### src/common/wdr_defines.svh
// register offsets, field positions and timing constants of the watchdog block
`ifndef WDR_DEFINES_SVH
`define WDR_DEFINES_SVH
`define WDR_ADDR_W 8
`define WDR_OFF_WDCTL 8'h60
`define WDR_OFF_CAUSE 8'h61
`define WDR_BIT_IRQ_FLAG 7
`define WDR_BIT_IRQ_EN 6
`define WDR_BIT_PRE3 5
`define WDR_BIT_CHG_EN 4
`define WDR_BIT_RST_EN 3
`define WDR_BIT_WDOG_FLAG 3
`define WDR_BIT_BOR_FLAG 2
`define WDR_BIT_EXT_FLAG 1
`define WDR_BIT_POR_FLAG 0
`define WDR_CAUSE_MASK 8'h0F
`define WDR_CHG_WINDOW 3'h4
`define WDR_PRE_MAX 4'h9
`define WDR_BASE_CYCLES 21'h000800
`define WDR_CORE_MHZ 100
`define WDR_WOSC_KHZ 128
`endif

### src/common/wdr_pkg.sv
// types shared by the watchdog block
package wdr_pkg;
	typedef enum logic [1:0]
	{
		WDR_STOPPED = 2'b00,
		WDR_IRQ = 2'b01,
		WDR_RESET = 2'b10,
		WDR_IRQ_RESET = 2'b11
	} wdr_mode_type;
	typedef struct packed
	{
		logic [20:0] count;
		logic [3:0] period_sel;
	} wdr_cnt_state_type;
	typedef struct packed
	{
		logic irq_flag;
		logic irq_en;
		logic chg_en;
		logic [2:0] chg_cnt;
		logic rst_en;
		logic [3:0] prescale;
		logic wdog_flag;
		logic bor_flag;
		logic ext_flag;
		logic por_flag;
		logic [7:0] rdata;
		logic sys_rst;
		logic irq_req;
	} wdr_state_type;
endpackage

### src/core/wdr_counter.sv
// watchdog oscillator cycle counter with prescale compare
`timescale 1ns/100ps
`include "wdr_defines.svh"
module wdr_counter
	import wdr_pkg::*;
(
	input wire logic core_clk, // core clock
	input wire logic rst, // synchronous reset
	input wire logic osc_tick, // one watchdog oscillator cycle
	input wire logic restart, // restart instruction
	input wire logic run, // watchdog not stopped
	input wire logic [3:0] prescale, // selected period code
	output logic timeout // one-cycle timeout pulse
);
	wdr_cnt_state_type s_r, s_nxt;
	logic [20:0] limit;
	always_comb
	begin
		// reserved codes clamp to the longest period
		if (prescale > `WDR_PRE_MAX)
			limit = `WDR_BASE_CYCLES << `WDR_PRE_MAX;
		else
			limit = `WDR_BASE_CYCLES << prescale;
		s_nxt = s_r;
		timeout = 1'b0;
		s_nxt.period_sel = prescale;
		if (restart || !run || (prescale != s_r.period_sel))
			s_nxt.count = 21'h000000;
		else if (osc_tick)
		begin
			if (s_r.count + 21'h000001 >= limit)
			begin
				timeout = 1'b1;
				s_nxt.count = 21'h000000;
			end
			else
				s_nxt.count = s_r.count + 21'h000001;
		end
	end
	always_ff @(posedge core_clk)
	begin
		if (rst)
			s_r <= '{count: 21'h000000, period_sel: 4'h0};
		else
			s_r <= s_nxt;
	end
endmodule

### src/core/wdr_watchdog.sv
// watchdog timer with reset-cause flags and register port
// What this block does
// - reset-cause upper four bits always read as zero
// - watchdog reset sets bit 3; power-on or written zero clears it
// - brown-out reset sets bit 2; power-on or written zero clears it
// - external reset sets bit 1; power-on or written zero clears it
// - power-on sets bit 0; only a written zero clears it
// - timeout in interrupt mode sets flag bit 7; vector or written one clears
// - interrupt requested only with global enable, irq enable and flag set
// - fuse and enables select stopped, interrupt, reset or combined mode
// - in combined mode vector clears irq enable and flag
// - combined mode: unserviced flag at next timeout causes system reset
// - clearing reset enable or changing prescale needs change enable; it self-clears after four
// - reset enable forced to one while watchdog reset flag set
// - prescale code 0..9 gives 2048 doubling to 1048576 cycles; rest reserved
// - after a watchdog reset the watchdog stays enabled in reset or combined mode
// - counts watchdog oscillator cycles; restart returns counter to zero
// - programmed fuse holds reset enable one and irq enable zero
// - reset-mode timeout gives a one core cycle reset pulse
`timescale 1ns/100ps
`include "wdr_defines.svh"
module wdr_watchdog
	import wdr_pkg::*;
(
	input wire logic core_clk, // core clock
	input wire logic rst, // synchronous reset, active high
	input wire logic [7:0] reg_addr, // register address
	input wire logic [7:0] reg_wdata, // write data
	input wire logic reg_wr, // write strobe
	input wire logic reg_rd, // read strobe
	output logic [7:0] reg_rdata, // read data, cycle after strobe
	input wire logic osc_tick, // one-cycle pulse per watchdog oscillator cycle
	input wire logic wdr_restart, // restart instruction pulse
	input wire logic always_on_fuse, // 0 = programmed
	input wire logic global_irq_en, // global interrupt enable of core status
	input wire logic irq_ack, // watchdog vector executed
	input wire logic poweron_event, // power-on reset event
	input wire logic external_event, // external pin reset event
	input wire logic brownout_event, // brown-out reset event
	output logic sys_reset, // one-cycle system reset pulse
	output logic irq_req // interrupt request level
);
	wdr_state_type s_r, s_nxt;
	wdr_mode_type mode;
	logic timeout;
	logic fuse_on;
	logic wr_ctl, wr_cause;
	logic [7:0] d;
	logic new_rst_en;
	logic [3:0] new_pre;

	assign fuse_on = !always_on_fuse;
	assign wr_ctl = reg_wr && (reg_addr == `WDR_OFF_WDCTL);
	assign wr_cause = reg_wr && (reg_addr == `WDR_OFF_CAUSE);
	assign d = reg_wdata;

	always_comb
	begin
		if (fuse_on)
			mode = WDR_RESET;
		else
			mode = wdr_mode_type'({s_r.rst_en, s_r.irq_en});
	end

	wdr_counter u_counter
	(
		.core_clk(core_clk),
		.rst(rst),
		.osc_tick(osc_tick),
		.restart(wdr_restart),
		.run(mode != WDR_STOPPED),
		.prescale(s_r.prescale),
		.timeout(timeout)
	);

	always_comb
	begin
		s_nxt = s_r;
		s_nxt.sys_rst = 1'b0;
		new_rst_en = s_r.rst_en;
		new_pre = s_r.prescale;
		// change window: chg_cnt counts up, closing after four cycles
		if (s_r.chg_en)
		begin
			if (s_r.chg_cnt == `WDR_CHG_WINDOW - 3'h1)
				s_nxt.chg_en = 1'b0;
			s_nxt.chg_cnt = s_r.chg_cnt + 3'h1;
		end
		if (wr_ctl)
		begin
			s_nxt.irq_en = d[`WDR_BIT_IRQ_EN];
			if (d[`WDR_BIT_IRQ_FLAG])
				s_nxt.irq_flag = 1'b0;
			// setting reset enable is always allowed
			if (d[`WDR_BIT_RST_EN])
				new_rst_en = 1'b1;
			else if (s_r.chg_en)
				new_rst_en = 1'b0;
			if (s_r.chg_en)
				new_pre = {d[`WDR_BIT_PRE3], d[2:0]};
			if (d[`WDR_BIT_CHG_EN] && d[`WDR_BIT_RST_EN])
			begin
				s_nxt.chg_en = 1'b1;
				s_nxt.chg_cnt = 3'h0;
			end
			else if (s_r.chg_en)
				s_nxt.chg_en = 1'b0;
		end
		s_nxt.rst_en = new_rst_en;
		s_nxt.prescale = new_pre;
		if (wr_cause)
		begin
			if (!d[`WDR_BIT_WDOG_FLAG])
				s_nxt.wdog_flag = 1'b0;
			if (!d[`WDR_BIT_BOR_FLAG])
				s_nxt.bor_flag = 1'b0;
			if (!d[`WDR_BIT_EXT_FLAG])
				s_nxt.ext_flag = 1'b0;
			if (!d[`WDR_BIT_POR_FLAG])
				s_nxt.por_flag = 1'b0;
		end
		if (irq_ack && s_r.irq_req)
		begin
			s_nxt.irq_flag = 1'b0;
			if (mode == WDR_IRQ_RESET)
				s_nxt.irq_en = 1'b0;
		end
		if (timeout)
		begin
			unique case (mode)
				WDR_STOPPED:
					;
				WDR_IRQ:
					s_nxt.irq_flag = 1'b1;
				WDR_RESET:
					s_nxt.sys_rst = 1'b1;
				WDR_IRQ_RESET:
					if (s_r.irq_flag)
						s_nxt.sys_rst = 1'b1;
					else
						s_nxt.irq_flag = 1'b1;
			endcase
		end
		// hardware sets win over software clears
		if (s_nxt.sys_rst)
			s_nxt.wdog_flag = 1'b1;
		if (brownout_event)
			s_nxt.bor_flag = 1'b1;
		if (external_event)
			s_nxt.ext_flag = 1'b1;
		if (s_nxt.wdog_flag)
			s_nxt.rst_en = 1'b1;
		if (fuse_on)
		begin
			s_nxt.rst_en = 1'b1;
			s_nxt.irq_en = 1'b0;
		end
		s_nxt.irq_req = s_nxt.irq_flag && s_nxt.irq_en && global_irq_en;
		// read data for the following cycle
		s_nxt.rdata = 8'h00;
		if (reg_rd && reg_addr == `WDR_OFF_WDCTL)
			s_nxt.rdata = {s_r.irq_flag, s_r.irq_en, s_r.prescale[3], s_r.chg_en, s_r.rst_en, s_r.prescale[2:0]};
		else if (reg_rd && reg_addr == `WDR_OFF_CAUSE)
			s_nxt.rdata = {4'h0, s_r.wdog_flag, s_r.bor_flag, s_r.ext_flag, s_r.por_flag} & `WDR_CAUSE_MASK;
		// power-on clears the other causes and marks itself
		if (poweron_event)
		begin
			s_nxt.wdog_flag = 1'b0;
			s_nxt.bor_flag = 1'b0;
			s_nxt.ext_flag = 1'b0;
			s_nxt.por_flag = 1'b1;
		end
	end

	always_ff @(posedge core_clk)
	begin
		if (rst)
		begin
			s_r.irq_flag <= 1'b0;
			s_r.irq_en <= 1'b0;
			s_r.chg_en <= 1'b0;
			s_r.chg_cnt <= 3'h0;
			s_r.rst_en <= 1'b0;
			s_r.prescale <= 4'h0;
			s_r.rdata <= 8'h00;
			s_r.sys_rst <= 1'b0;
			s_r.irq_req <= 1'b0;
			// cause flags survive the block reset; only events and software move them
			s_r.wdog_flag <= s_nxt.wdog_flag;
			s_r.bor_flag <= s_nxt.bor_flag;
			s_r.ext_flag <= s_nxt.ext_flag;
			s_r.por_flag <= s_nxt.por_flag;
		end
		else
			s_r <= s_nxt;
	end

	assign reg_rdata = s_r.rdata;
	assign sys_reset = s_r.sys_rst;
	assign irq_req = s_r.irq_req;
endmodule

### config.mk
export PLATFORM = sky130hd
export DESIGN_NAME = wdr_watchdog
export DESIGN_NICKNAME = d
export VERILOG_FILES = /design/src/common/wdr_pkg.sv /design/src/core/wdr_counter.sv /design/src/core/wdr_watchdog.sv
export VERILOG_INCLUDE_DIRS = /design/src /design/src/common
export SDC_FILE = /design/constraint.sdc
export NUM_CORES = 1
export LEC_CHECK = 0
export ABC_AREA = 1
export BUFFER_PORTS_ARGS = -buffer_cell sky130_fd_sc_hd__buf_2
export CORE_MARGIN = 2
export CORE_UTILIZATION = 40
export CTS_CLUSTER_DIAMETER = 60
export DETAILED_ROUTE_END_ITERATION = 7
export PLACE_DENSITY_LB_ADDON = 0.05
export SLEW_MARGIN = 20
export SYNTH_ARGS = -nofsm -noshare
export SYNTH_HDL_FRONTEND = slang
export SYNTH_HIERARCHICAL = 1
export SYNTH_SLANG_ARGS = --single-unit
### constraint.sdc
create_clock -name core_clk -period 3 [get_ports core_clk]
set_input_delay 0.3 -clock core_clk [delete_from_list [all_inputs] [get_ports core_clk]]
set_output_delay 0.3 -clock core_clk [all_outputs]
set_load 0.005 [all_outputs]
## Word-level counts from Yosys, hierarchy flattened

Index checks and enable logic that the tools add are counted.

| storage, ports and cells | value |
|---|---|
| flip-flop bits (word level) | 50 |
| input port bits | 28 |
| logic and storage cells | 82 |

| cells by class | value |
|---|---|
| add/sub/neg operators | 2 |
| magnitude comparators | 2 |
| equal/unequal tests | 9 |
| shifts and indexed selects | 1 |
| mux-type cells | 38 |
| reduce and logical (&&, ||, !) cells | 15 |

Operators with widths:

| operator | count |
|---|---|
| two-way mux 21 bit | 2 |
| two-way mux 1 bit | 25 |
| adder 21 x 1 -> 21 bit (second input constant) | 1 |
| greater-or-equal comparator 21 bit | 1 |
| left shift 12 x 4 -> 21 bit (first input constant) | 1 |
| equality test 8 x 7 -> 1 bit (second input constant) | 2 |
| two-way mux 4 bit | 4 |
| logical AND 1 bit | 8 |
| two-way mux 8 bit | 1 |
| two-way mux 6 bit | 1 |
| equality test 2 bit (second input constant) | 2 |
| > comparator 4 bit (second input constant) | 1 |
| two-way mux 2 bit | 2 |
| inequality test 4 x 2 -> 1 bit (second input constant) | 1 |
| inequality test 4 bit | 1 |
| case mux 1 bit (2 select lines) | 2 |
| AND reduction 2 bit | 2 |
| adder 3 x 1 -> 3 bit (second input constant) | 1 |
| equality test 3 x 2 -> 1 bit (second input constant) | 1 |
| two-way mux 3 bit | 1 |
| inequality test 3 x 1 -> 1 bit (second input constant) | 1 |
| equality test 2 x 1 -> 1 bit (second input constant) | 1 |
| logical OR 1 bit | 2 |
| nonzero test 2 bit | 1 |
| 2 further kinds | 2 |

## Longest topological paths before layout

| logic depth | value |
|---|---|
| word-level depth | 13 |
| gate-level depth with buffers | 21 |
| depth with buffers taken out | 21 |

## Hierarchy

Netlist, hierarchy kept.

By module, submodules not included:

| module | times used | cells an instance | area an instance (um2) |
|---|---|---|---|
| wdr_counter | 1 | 300 | 1818.0 |
| wdr_watchdog | 1 | 138 | 1116.1 |

## Least setup slack after synthesis

Ideal clock, no wire load.

| path | value |
|---|---|
| kind | reg2reg |
| from | register u_counter/s_r[4] (netlist bit) |
| to | register, netlist name s_r[18] |
| library setup time | 0.111 ns |
| arrival time | 2.384 ns |
| data required time | 2.889 ns |
| slack | 0.504 ns |
| stages on the path, launching flop included | 22 |
| path buffers | 0 |
| path through | dfxtp_1 > ha_1 > inv_1 > nor2_2 > nand2_1 > inv_1 > nand2_1 > nand2_1 > nand2_1 > ha_1 > nand2_1 > inv_1 > a21oi_1 > nand2_1 > nand2_1 > nand2_1 > nand2_1 > nor2_1 > nand3_1 > nand3_1 > nor2_1 > nor2_1 |

RTL lines:

| item | RTL line | source |
|---|---|---|
| from (decl) | wdr_counter.sv:15 | `wdr_cnt_state_type s_r, s_nxt;` |
| from (signal assigned) | wdr_counter.sv:43 | `s_r <= '{count: 21'h000000, period_sel: 4'h0};` |
| from (signal assigned) | wdr_counter.sv:45 | `s_r <= s_nxt;` |

==> summary.md <==
| Metric | Value |
|---|---|
| Die height | 89.65 um |
| Synth top area cells | dfxtp_1 34%, nand2_1 18%, nor2_1 6.3% |
| Reg area | 1002 sq um |
| Final setup violation count | 0 |
| Peak VDD IR | 0.0001496 V |
| Total negative setup slack | 0 ns |
| Share of the synthesized area in the top cell type | 0.3412 |
| CTS tree | done |
| Worst EP required | 3.20 ns |
| DRT Wirelength | 6663 um |
| Clock share of power | 0.355 |
| Most common cell after layout, fill and taps aside | nand2_1 |
| H-tree Lvls | 2 |
| Row cnt | 31 |
| Fin. Hold Viols | 0 |
| Hold-fix buffers, CTS | 0 |
| Max Clock Skew | 0.007157 ns |
| Hold slack | 0.1980 ns |
| CTS Root Buffer Type | clkbuf_8 |
| Seq/Total Area, Yosys | 0.3412 |
| Global placer's final weighted congestion | 0.8064 |
| Vias in the first global route | 2443 |
| Clk slew on worst S/H paths | 0.10 ns |
| # resized after CTS | 0 |
| Run status | complete, no violations |
| Worst rel slew slack | 0.5416 |
| Multi-input logic area | 1648 sq um |
| Hold Crit Class | input pin to flop |
| PortBufs | 37 |
| Average cell area after synthesis | 6.699 sq um |
| CTS sink count | 50 |
| Pre-antenna DRT Iters | 4 |
| Core region area | 7176 sq um |
| DRC Markers | 0 |
| Sequential power share | 0.579 |
| Fin. max-slew vios | 0 |
| Cells after synthesis | 438 |
| Net Sw Power | 0.0002942 W |
| Initial antenna violation count | 0 |
| Vias | 2665 |
| Buffer levels on the longest clock path | 2 |
| Post-Syn Nets | 479 |
| Layout cells sized above 1 | 0.1638 |
| Peak Freq | 381.4 MHz |
| Clk_lat worst skew | 0.31 ns |
| Part of the power in combinational logic | 0.066 |
| Largest net degree at the start of global routing | 23 |
| Final ANT Viol Nets | 0 |
| Sw frac | 0.2538 |
| Crit share post-route | 0.8741 |
| Slew @ Worst Pin | 0.6869 ns |
| RSZ-0062 raised after global routing | false |
| Area grow syn2layout | 10.83% |
| Initial DRC Count | 72 |
| Synth unique cells | 35 |
| Fill cells | 758 |
| First-pass GRT wire length | 11030 um |
| Number of CTS-inserted buffers | 5 |
| CP Max Fanout | 5 |
| Post-DP HPWL | 5229 um |
| Tmin final | 2.622 ns |
| Vias per cell | 4.684 |
| PD cells | 356.5 nW/um^2 |
| WL/cell | 11.71 um |
| Synth warnings | 6 |
| Internal | 0.0008650 W |
| Grt total ovfl | 0 |
| Die ar. | 8036 sq um |
| Commonest cells after routing, fill and taps aside | 139 x nand2_1, 49 x nor2_1, 49 x dfxtp_1, 48 x inv_1, 37 x buf_2 |
| Tot GR Track Use | 0.1779 |
| Core Util, Final | 0.4532 |
| I/O pins | 38 |
| Cell accounting for the most synthesized area | dfxtp_1 |
| CP Launch Type | flop |
| WS Path Type | flop to flop |
| Die X | 89.65 um |
| Nets | 510 |
| Leak | 1.389 nW |
| Worst Path Arrival | 2.83 ns |
| Yosys reg bits | 50 |
| Initial Util | 0.4089 |
| Synth Cell Area | 2934 sq um |
| Crit end category | flop |
| Post-CTS setup buffers | 0 |
| Total power | 0.001159 W |
| Max_cap viols | 0 |
| Diodes inserted | 0 |
registers in the layout, indices dropped and copies added (netlist names):
signal / count
irq_req: 1
sys_reset: 1
s_r: 15
u_counter/s_r: 25
reg_rdata: 8
path summary, 6_finish.rpt:
kind,slack [ns],cells past startpoint,to,from
setup / recovery,0.38,21,s_r[18]$_SDFFE_PP0P_,u_counter/s_r[5]$_SDFFE_PP0P_
hold / removal,0.20,2,s_r[13]$_SDFF_PP0_,poweron_event
setup reg to reg,0.38,21,s_r[18]$_SDFFE_PP0P_,u_counter/s_r[5]$_SDFFE_PP0P_
hold reg to reg,0.47,2,s_r[10]$_SDFFE_PP1P_,s_r[10]$_SDFFE_PP1P_
stage by stage:
step / worst slack, ns / instance area (sq um) / cells
6_report: 0.3778 / 3252 / 569
5_1_grt: 0.02066 / 3252 / 569
4_1_cts: 0.2850 / 3248 / 569
3_5_place_dp: 0.3012 / 3158 / 561
3_3_place_gp: 0.3819 / 3158 / 561
2_1_floorplan: 0.5043 / 2934 / 438
worst max-delay path: stages, from the launching register on:
cell and delay (ns):
dfxtp_1 0.39, ha_2 0.25, inv_1 0.09, nor2_2 0.13
nand2_1 0.07, inv_1 0.08, nand2_1 0.05, nand2_1 0.05
nand2_1 0.07, ha_1 0.31, nand2_1 0.09, inv_1 0.04
a21oi_1 0.12, nand2_1 0.06, nand2_1 0.09, nand2_1 0.05
nand2_1 0.11, nor2_1 0.08, nand3_1 0.14, nand3_1 0.09
nor2_1 0.10, nor2_1 0.04
power groups by stage:
stage          registers [W]  logic [W]  clock network, W
3_5_place_dp        0.000687  0.0000773                 0
6_report            0.000672  0.0000765          0.000411
3_3_place_gp        0.000687  0.0000771                 0
2_1_floorplan       0.000686  0.0000461                 0
4_1_cts             0.000672  0.0000775          0.000433
5_1_grt             0.000673  0.0000860          0.000451
area by class of cell:
cell class	count	area share
sequential	50	0.3082
tap	99	0.03809
clock inverter	2	0.005387
inverter	52	0.06002
timing repair buffer	38	0.05925
multi-input combinational	322	0.5067
clock buffer	6	0.02232
layer usage:
layer  track usage  share of wire  wire [um]
met1        0.2070           0.45       3021
met2        0.3269           0.50       3341
met3       0.04113          0.033        220
met4       0.04478          0.012         79
met5             0              0          0
cell families after synthesis:
group           after synthesis  synth area share
compound gates               50           0.09893
xor+xnor                      8           0.02388
flops                        50            0.3412
buf+inv                      66           0.09808
simple gates                251            0.3825
fa+ha+maj                    13           0.05544
cells in the mapped netlist:
cell         n
nand2_1    139
or2_2        3
o2111ai_1    3
nand2_4      2
nor2_2      10
and2_1       2
ha_1        13
nand3_4      2
nor2_1      49
buf_1        1
nand3_1     31
nor2_4       2
xor2_1       7
a31oi_1      1
or2_0        1
nand3b_1     5
nor2_8       1
dfxtp_1     50
o21ai_1      1
nand2_2      2
buf_6        1
clkinv_1     1
nor3_1       1
buf_4        8
xnor2_1      1
inv_1       48
o21a_1       1
o22ai_1      5
nand4_1      1
clkbuf_1     2
buf_2        2
inv_2        3
a21oi_2      5
a21oi_1     25
o21ai_0      9
No activity file was read; power rests on OpenSTA's default activity.
